File: config.mk
export PLATFORM = sky130hd
export DESIGN_NAME = uhr_ctrl
export DESIGN_NICKNAME = d
export VERILOG_FILES = /design/src/hw/uhr_pkg.sv /design/src/hw/uhr_ctrl.sv /design/src/hw/uhr_reset_seq.sv /design/src/hw/uhr_w1c_flag.sv
export VERILOG_INCLUDE_DIRS = /design/src /design/src/hw
export SDC_FILE = /design/constraint.sdc
export NUM_CORES = 1
export LEC_CHECK = 0
export BUFFER_PORTS_ARGS = -buffer_cell sky130_fd_sc_hd__buf_2
export CAP_MARGIN = 20
export CELL_PAD_IN_SITES_DETAIL_PLACEMENT = 2
export CELL_PAD_IN_SITES_GLOBAL_PLACEMENT = 2
export CORE_MARGIN = 2
export CORE_UTILIZATION = 25
export DETAILED_ROUTE_END_ITERATION = 8
export PLACE_DENSITY_LB_ADDON = 0.1
export SETUP_SLACK_MARGIN = 0.5
export SLEW_MARGIN = 0
export SYNTH_ARGS = -nofsm -noshare
export SYNTH_HDL_FRONTEND = slang
export SYNTH_SLANG_ARGS = --single-unit
File: constraint.sdc
create_clock -name clk -period 2.1 [get_ports clk]
set_input_delay 0.105 -clock clk [delete_from_list [all_inputs] [get_ports clk]]
set_output_delay 0.105 -clock clk [all_outputs]
set_load 0.02 [all_outputs]
File: src/hw/uhr_cfg.svh
// What this block does
// - Writing one to the reset bit returns pipelines, timers, counters and state machines to initial.
// - A controller reset aborts any USB transaction in progress at once.
// - A controller reset never drives a bus reset on downstream ports.
// - A controller reset leaves the PCI configuration registers untouched.
// - A controller reset returns all operational and port registers to initial values.
// - A controller reset hands all ports back to the companion controllers.
// - Once started, the reset ignores writes of zero and runs to completion.
// - While run/stop is one the schedule executes; writing zero requests a stop.
// - After run/stop clears, outstanding pipeline transactions finish, then the controller halts.
// - The halted bit shows when outstanding work is done and the controller stopped.
// - Status holds only pending interrupts and controller states, no transaction results.
// - Writing one clears a status flag; writing zero leaves it unchanged.
// - Status resets to zero except halted bit 12, which resets to one.
// - Status sits at offset 0x10 of the operational register space.
// - Status bits 15 to 12 are read-only states; bits 5 to 0 are events.
// - Halted reads zero while run/stop is one; set once execution stops.
// - A host system error sets the system error flag and clears run/stop.
`ifndef UHR_CFG_SVH
`define UHR_CFG_SVH

`define UHR_CMD_OFS 8'h00
`define UHR_STS_OFS 8'h10

`define UHR_CMD_RUN_BIT 0
`define UHR_CMD_RST_BIT 1

`define UHR_STS_HALT_BIT 12
`define UHR_STS_RECLAMATION_FLAG_BIT 13
`define UHR_STS_PSS_BIT 14
`define UHR_STS_ASS_BIT 15
`define UHR_STS_FLAG_LSB 0
`define UHR_STS_FLAG_MSB 5
`define UHR_STS_HSE_BIT 4

`define UHR_CMD_RESET 32'h00000000
`define UHR_STS_RESET 32'h00001000

`define UHR_SRST_CYCLES 5'h10

`endif

File: src/hw/uhr_pkg.sv
package uhr_pkg;

    // Field order matches status bits 5 down to 0
    typedef struct packed {
        logic async_advance_irq;
        logic system_error_flag;
        logic frame_rollover_flag;
        logic port_change_flag;
        logic transfer_error_irq;
        logic transfer_done_irq;
    } uhr_evt_t;

    typedef struct packed {
        logic async_sched_state;
        logic periodic_sched_state;
        logic reclamation_flag;
    } uhr_sched_t;

    typedef enum logic [1:0] {
        UHR_HALTED = 2'h0,
        UHR_RUNNING = 2'h1,
        UHR_STOPPING = 2'h3
    } uhr_run_state_t;

endpackage : uhr_pkg

File: src/hw/uhr_ctrl.sv
`timescale 1ns/1ns
`include "uhr_cfg.svh"

module uhr_ctrl (
    input wire logic clk,
    input wire logic reset_n,
    // Operational register port
    input wire logic reg_wr,
    input wire logic reg_rd,
    input wire logic [7:0] reg_addr,
    input wire logic [3:0] reg_be,
    input wire logic [31:0] reg_wdata,
    output logic [31:0] reg_rdata,
    output logic reg_rvalid,
    // Event strobes and state levels from the schedule engine
    input wire uhr_pkg::uhr_evt_t evt,
    input wire uhr_pkg::uhr_sched_t sched,
    input wire logic pipe_busy,
    input wire logic port_reset_req,
    // Controls towards pipeline and ports
    output logic schedule_run,
    output logic xact_abort,
    output logic pipeline_init,
    output logic ports_to_companion,
    output logic port_bus_reset,
    output logic soft_reset_busy,
    output logic soft_reset_done
);

    logic run_stop;
    logic srst_active;
    logic srst_done;
    logic srst_start;
    logic controller_halted;
    logic cmd_hit;
    logic sts_hit;
    logic cmd_wr;
    logic sts_wr;
    logic [5:0] flags;
    logic [5:0] flag_set;
    logic [5:0] flag_clr;
    logic [31:0] cmd_view;
    logic [31:0] sts_view;
    logic [31:0] next_rdata;
    uhr_pkg::uhr_sched_t sched_q;
    uhr_pkg::uhr_run_state_t run_state;
    uhr_pkg::uhr_run_state_t next_run_state;

    // Address decode
    always_comb begin
        cmd_hit = 1'b0;
        sts_hit = 1'b0;
        if (reg_addr == `UHR_CMD_OFS) begin
            cmd_hit = 1'b1;
        end else if (reg_addr == `UHR_STS_OFS) begin
            sts_hit = 1'b1;
        end
    end

    // While the reset sequence runs every register write is dropped
    assign cmd_wr = reg_wr && cmd_hit && reg_be[0] && !srst_active;
    assign sts_wr = reg_wr && sts_hit && reg_be[0] && !srst_active;
    assign srst_start = cmd_wr && reg_wdata[`UHR_CMD_RST_BIT];

    uhr_reset_seq u_reset_seq (
        .clk(clk),
        .reset_n(reset_n),
        .start(srst_start),
        .active(srst_active),
        .done(srst_done)
    );

    // Run/stop control bit
    always_ff @(posedge clk or negedge reset_n) begin
        if (!reset_n) begin
            run_stop <= 1'b0;
        end else if (srst_active) begin
            run_stop <= 1'b0;
        end else if (evt.system_error_flag) begin
            run_stop <= 1'b0;
        end else if (cmd_wr && !srst_start) begin
            run_stop <= reg_wdata[`UHR_CMD_RUN_BIT];
        end
    end

    // Run state machine
    always_comb begin
        next_run_state = run_state;
        case (run_state)
            uhr_pkg::UHR_HALTED: begin
                if (run_stop) begin
                    next_run_state = uhr_pkg::UHR_RUNNING;
                end
            end
            uhr_pkg::UHR_RUNNING: begin
                if (!run_stop) begin
                    next_run_state = uhr_pkg::UHR_STOPPING;
                end
            end
            uhr_pkg::UHR_STOPPING: begin
                // Pipeline drains before the halt is reported
                if (!pipe_busy) begin
                    next_run_state = uhr_pkg::UHR_HALTED;
                end
            end
            default: begin
                next_run_state = uhr_pkg::UHR_HALTED;
            end
        endcase
    end

    always_ff @(posedge clk or negedge reset_n) begin
        if (!reset_n) begin
            run_state <= uhr_pkg::UHR_HALTED;
        end else if (srst_active) begin
            run_state <= uhr_pkg::UHR_HALTED;
        end else begin
            run_state <= next_run_state;
        end
    end

    // A set run bit forces halted low from the cycle after its write, before run_state leaves halted
    assign controller_halted = (run_state == uhr_pkg::UHR_HALTED) && !run_stop;

    // No new work once stop is requested
    always_ff @(posedge clk or negedge reset_n) begin
        if (!reset_n) begin
            schedule_run <= 1'b0;
        end else begin
            schedule_run <= run_stop && !srst_active && (next_run_state == uhr_pkg::UHR_RUNNING);
        end
    end

    // Reset side effects on the USB side
    always_ff @(posedge clk or negedge reset_n) begin
        if (!reset_n) begin
            xact_abort <= 1'b0;
            pipeline_init <= 1'b0;
            ports_to_companion <= 1'b0;
        end else begin
            xact_abort <= srst_start || srst_active;
            pipeline_init <= srst_start || srst_active;
            ports_to_companion <= srst_start || srst_active;
        end
    end

    // A soft reset reinitialises port state without signalling on the wire
    always_ff @(posedge clk or negedge reset_n) begin
        if (!reset_n) begin
            port_bus_reset <= 1'b0;
        end else begin
            port_bus_reset <= port_reset_req && !srst_start && !srst_active;
        end
    end

    always_ff @(posedge clk or negedge reset_n) begin
        if (!reset_n) begin
            soft_reset_busy <= 1'b0;
            soft_reset_done <= 1'b0;
        end else begin
            soft_reset_busy <= srst_start || srst_active;
            soft_reset_done <= srst_done;
        end
    end

    // Schedule state bits, held at initial value through a soft reset
    always_ff @(posedge clk or negedge reset_n) begin
        if (!reset_n) begin
            sched_q <= '0;
        end else if (srst_active) begin
            sched_q <= '0;
        end else begin
            sched_q <= sched;
        end
    end

    // Sticky event flags, one-write clears
    assign flag_set = evt;
    assign flag_clr = sts_wr ? reg_wdata[`UHR_STS_FLAG_MSB:`UHR_STS_FLAG_LSB] : 6'h00;

    genvar gi;
    generate
        for (gi = 0; gi < 6; gi++) begin : g_flag
            uhr_w1c_flag u_flag (
                .clk(clk),
                .reset_n(reset_n),
                .soft_clear(srst_active),
                .set(flag_set[gi]),
                .clear(flag_clr[gi]),
                .flag(flags[gi])
            );
        end
    endgenerate

    // Register views
    always_comb begin
        cmd_view = `UHR_CMD_RESET;
        cmd_view[`UHR_CMD_RUN_BIT] = run_stop;
        cmd_view[`UHR_CMD_RST_BIT] = srst_active;
    end

    // Only flags and controller states; transaction results never appear
    always_comb begin
        sts_view = 32'h00000000;
        sts_view[`UHR_STS_FLAG_MSB:`UHR_STS_FLAG_LSB] = flags;
        sts_view[`UHR_STS_HALT_BIT] = controller_halted;
        sts_view[`UHR_STS_RECLAMATION_FLAG_BIT] = sched_q.reclamation_flag;
        sts_view[`UHR_STS_PSS_BIT] = sched_q.periodic_sched_state;
        sts_view[`UHR_STS_ASS_BIT] = sched_q.async_sched_state;
    end

    // Read mux; unmapped offsets answer zero
    always_comb begin
        next_rdata = 32'h00000000;
        if (cmd_hit) begin
            next_rdata = cmd_view;
        end else if (sts_hit) begin
            next_rdata = sts_view;
        end
    end

    // Reads take one cycle; data is registered, valid is a pulse
    always_ff @(posedge clk or negedge reset_n) begin
        if (!reset_n) begin
            reg_rdata <= 32'h00000000;
        end else if (reg_rd) begin
            reg_rdata <= next_rdata;
        end
    end

    always_ff @(posedge clk or negedge reset_n) begin
        if (!reset_n) begin
            reg_rvalid <= 1'b0;
        end else begin
            reg_rvalid <= reg_rd;
        end
    end

    // Configuration space lives elsewhere and never sees srst_active

endmodule : uhr_ctrl

File: src/hw/uhr_reset_seq.sv
`timescale 1ns/1ns
`include "uhr_cfg.svh"

module uhr_reset_seq (
    input wire logic clk,
    input wire logic reset_n,
    input wire logic start,
    output logic active,
    output logic done
);

    logic [4:0] count;

    // No stop input: once started the count always finishes
    always_ff @(posedge clk or negedge reset_n) begin
        if (!reset_n) begin
            active <= 1'b0;
            count <= 5'h00;
        end else if (!active) begin
            if (start) begin
                active <= 1'b1;
                count <= `UHR_SRST_CYCLES;
            end
        end else if (count == 5'h01) begin
            active <= 1'b0;
            count <= 5'h00;
        end else begin
            count <= count - 5'h01;
        end
    end

    always_ff @(posedge clk or negedge reset_n) begin
        if (!reset_n) begin
            done <= 1'b0;
        end else begin
            done <= active && (count == 5'h01);
        end
    end

endmodule : uhr_reset_seq

File: src/hw/uhr_w1c_flag.sv
`timescale 1ns/1ns
`include "uhr_cfg.svh"

module uhr_w1c_flag (
    input wire logic clk,
    input wire logic reset_n,
    input wire logic soft_clear,
    input wire logic set,
    input wire logic clear,
    output logic flag
);

    // Set beats a simultaneous one-write so no event is lost
    always_ff @(posedge clk or negedge reset_n) begin
        if (!reset_n) begin
            flag <= 1'b0;
        end else if (soft_clear) begin
            flag <= 1'b0;
        end else if (set) begin
            flag <= 1'b1;
        end else if (clear) begin
            flag <= 1'b0;
        end
    end

endmodule : uhr_w1c_flag

==> impl_metrics.toml <==
[run_status]
status = "finished, final reports clean"

[floorplan]
start_util_pct = 26.0
die_area_um2 = 7310
coreArea_um2 = 6390
pin_count = 99
dieHeight_um = 85.5
rows = 29
dieWidth_um = 85.5

[worst_setup_path]
endpoint_kind = "flip-flop"
cp_max_fo = 3
crit_family = "simple AND/OR/NAND/NOR gates"
path_buf_inv = 1
critPathRequiredTime_ns = 2.31
worstSetupPathType = "reg -> reg"
cp.arrival_ns = 1.73
slowest_delay_ns = 0.45
worst_path_max_delay_cell = "or4b_4"
startpoint_type = "flip-flop"
crit_chain = "inv_2 -> ha_4 -> or4b_4 -> o22a_1 -> a21oi_2"

[power]
pwr_density_cell_nw_per_um2 = 699
vdd.ir_drop.worst_v = 0.000231
leakagePower_nw = 1.05
power.total_mw = 1.46

[grt]
grt-ovfl-total = 0
antenna_found_initial = 0
grt_max_degree = 35
grt_pass1_wl_um = 7040
grt_pass1_vias = 1355
gr-usage-all-layers_pct = 12.6

[logic_synthesis]
ys_seq_elements = 34
async_reset_ff_share_pct = 100
yosys_warnings = 0
ys.flop_type = "dfrtp_1"
syn_inst = 145
synth_area_leaders = "dfrtp_1, buf_4, a22o_1"
synth_top_area_share_pct = 51.2
synth-seq-area-share_pct = 51.2
syn_avg_cell_area_um2 = 11.5
synth.largest_area_cell = "dfrtp_1"
synth_edf_count = 0
ys_types = 39
synth.cell_area_um2 = 1660

[detailed_routing]
dr.pass1.iters = 2
num_vias = 1267
viasPerCell = 4.51
ant_nets = 0
drt_iter0_drc = 16
drc_errors = 0
wire_per_inst_um = 15.2
wl_um = 4280

[min_path]
hold_path_class = "in -> reg"

[clocking]
clock-sinks = 34
clk-insertion-delay-late_ns = 0.29
tritoncts = "built"
cts_buffers = 5
htreeDepth = 2
root_buffer = "clkbuf_8"
clkSlewWorstSetupHoldPaths_ns = 0.07
clockBufferDepth = 2

[timing]
rsz0062_at_grt = "no"
relSlewSlack_pct = 46.9
tightest_slew_ns = 0.796
clock.fmax_mhz = 659
fin_skew_ns = 0.00632
finalCritPeriodShare_pct = 72.3
fin_setup_tns_ns = 0
drv_slew = 0
setup_violations = 0
period_minus_slack_ns = 1.52
hold_violations = 0

[finish]
n_antenna_cell = 0
layout-drive-gt1-share_pct = 38.2
multi_input_area_um2 = 699
fin_nets = 264
syn2layout_area_growth_pct = 25.5
regArea_um2 = 851
fillers = 709

[place]
dpl.hpwl_um = 3170
place_congestion = 0.719
port_buffers = 47

[job]
cap_violations = 0
-- report_power, final --
part / switching [mW] / internal [mW] / leakage (nW)
logic: 0.131 / 0.114 / 0.574
registers: 0.0252 / 0.679 / 0.431
clock network: 0.244 / 0.263 / 0.0472
total: 0.400 / 1.06 / 1.05
-- cell usage after synthesis, drive strengths merged (2+ instances only) --
master  instances
nor4bb          2
buf            25
nor3            2
or4b            2
a221o           2
a22o            9
and3b           2
nor4            2
a21oi           2
a211oi          6
ha              2
nor2            9
dfrtp          34
nor2b           6
clkbuf          2
nand2           4
inv             6
and2            2
and3            2
nor3b           7
-- worst paths after layout --
kind                                      start              endpoint  slack [ns]  depth (start not counted)
min                                    sched[2]            sched_q[2]        0.04                          2
min reg2reg                    u_reset_seq.done       soft_reset_done        0.35                          0
min in group asynchronous               reset_n          reg_rdata[0]        0.44                          2
max in group asynchronous               reset_n          run_state[0]        1.15                          2
max                        u_reset_seq.count[1]  u_reset_seq.count[4]        0.58                          5
max reg2reg                u_reset_seq.count[1]  u_reset_seq.count[4]        0.58                          5
-- cells by family (layout without fill, tap and decap cells) --
logic type                 after synthesis  in the layout  synth area share, %
muxes                                    2              2                 1.28
DFF                                     34             34                 51.2
other                                    1             22                0.226
buffers and inverters                   34             72                 13.3
AOI/OAI and AO/OA                       25             25                 12.8
xor gates and xnor gates                 1              1                0.528
and+or+nand+nor                         46             46                 19.1
adders and majority gates                2              2                 1.51
-- worst reg2reg max path, stage by stage, from the launching register on --
cell     delay, ns
dfrtp_1       0.40
inv_2         0.11
ha_4          0.15
or4b_4        0.45
o22a_1        0.23
a21oi_2       0.11
-- layout by cell type (no fill, tap or decap), drive strengths merged, types with 4 or more instances in the layout --
cell,n
nor2,9
dfrtp,34
nor2b,6
conb,22
a211oi,6
inv,6
clkbuf,6
buf,55
nor3b,7
a22o,9
nand2,4
-- state kept, by name (all words and copies together) (netlist names) --
| signal | flops |
|---|---|
| u_reset_seq.count | 5 |
| u_reset_seq.active | 1 |
| soft_reset_done | 1 |
| sched_q | 3 |
| reg_rdata | 10 |
| g_flag.u_flag.flag | 6 |
| soft_reset_busy | 1 |
| run_state | 2 |
| port_bus_reset | 1 |
| run_stop | 1 |
| schedule_run | 1 |
| reg_rvalid | 1 |
| u_reset_seq.done | 1 |
-- per-stage QoR --
step / utilization [%] / instance area (um2) / instances / hold WS (ns) / worst slack (ns)
after floorplan: - / 1740 / 166 / -0.191 / 0.550
after global placement: 29.8 / 1910 / 267 / 0.228 / 0.467
after detailed placement: 29.8 / 1910 / 267 / 0.251 / 0.353
after CTS: 32.3 / 2070 / 280 / 0.0184 / 0.474
after global routing: 32.6 / 2080 / 281 / 0.0252 / 0.496
final: 32.6 / 2080 / 281 / 0.0367 / 0.582
-- cell type report --
type                    count  share of cell area [%]
well taps                  77                    4.62
inverters                   7                    1.26
flip-flops and latches     34                    40.8
clock buffers               6                    3.96
repair buffers             57                    15.1
clock inverters             2                   0.601
multi-input cells          98                    33.6
-- metal layers --
| metal | part of all wire (%) | vias up | track usage, % |
|---|---|---|---|
| li1 | - | 587 | - |
| met1 | 40 | 636 | 14.4 |
| met2 | 54 | 38 | 22.7 |
| met3 | 5.5 | 6 | 3.75 |
| met4 | 1.0 | 0 | 3.46 |
| met5 | 0 | - | 0 |
-- timing repair --
item,4_1_cts,5_1_grt
gates resized for setup,6,2
pin swaps,0,2
hold endpoints to repair,35,0
hold buffers,2,0
setup endpoints to repair,2,2
gates cloned,0,0
setup buffers,3,1
No activity file was read; power rests on OpenSTA's default activity.
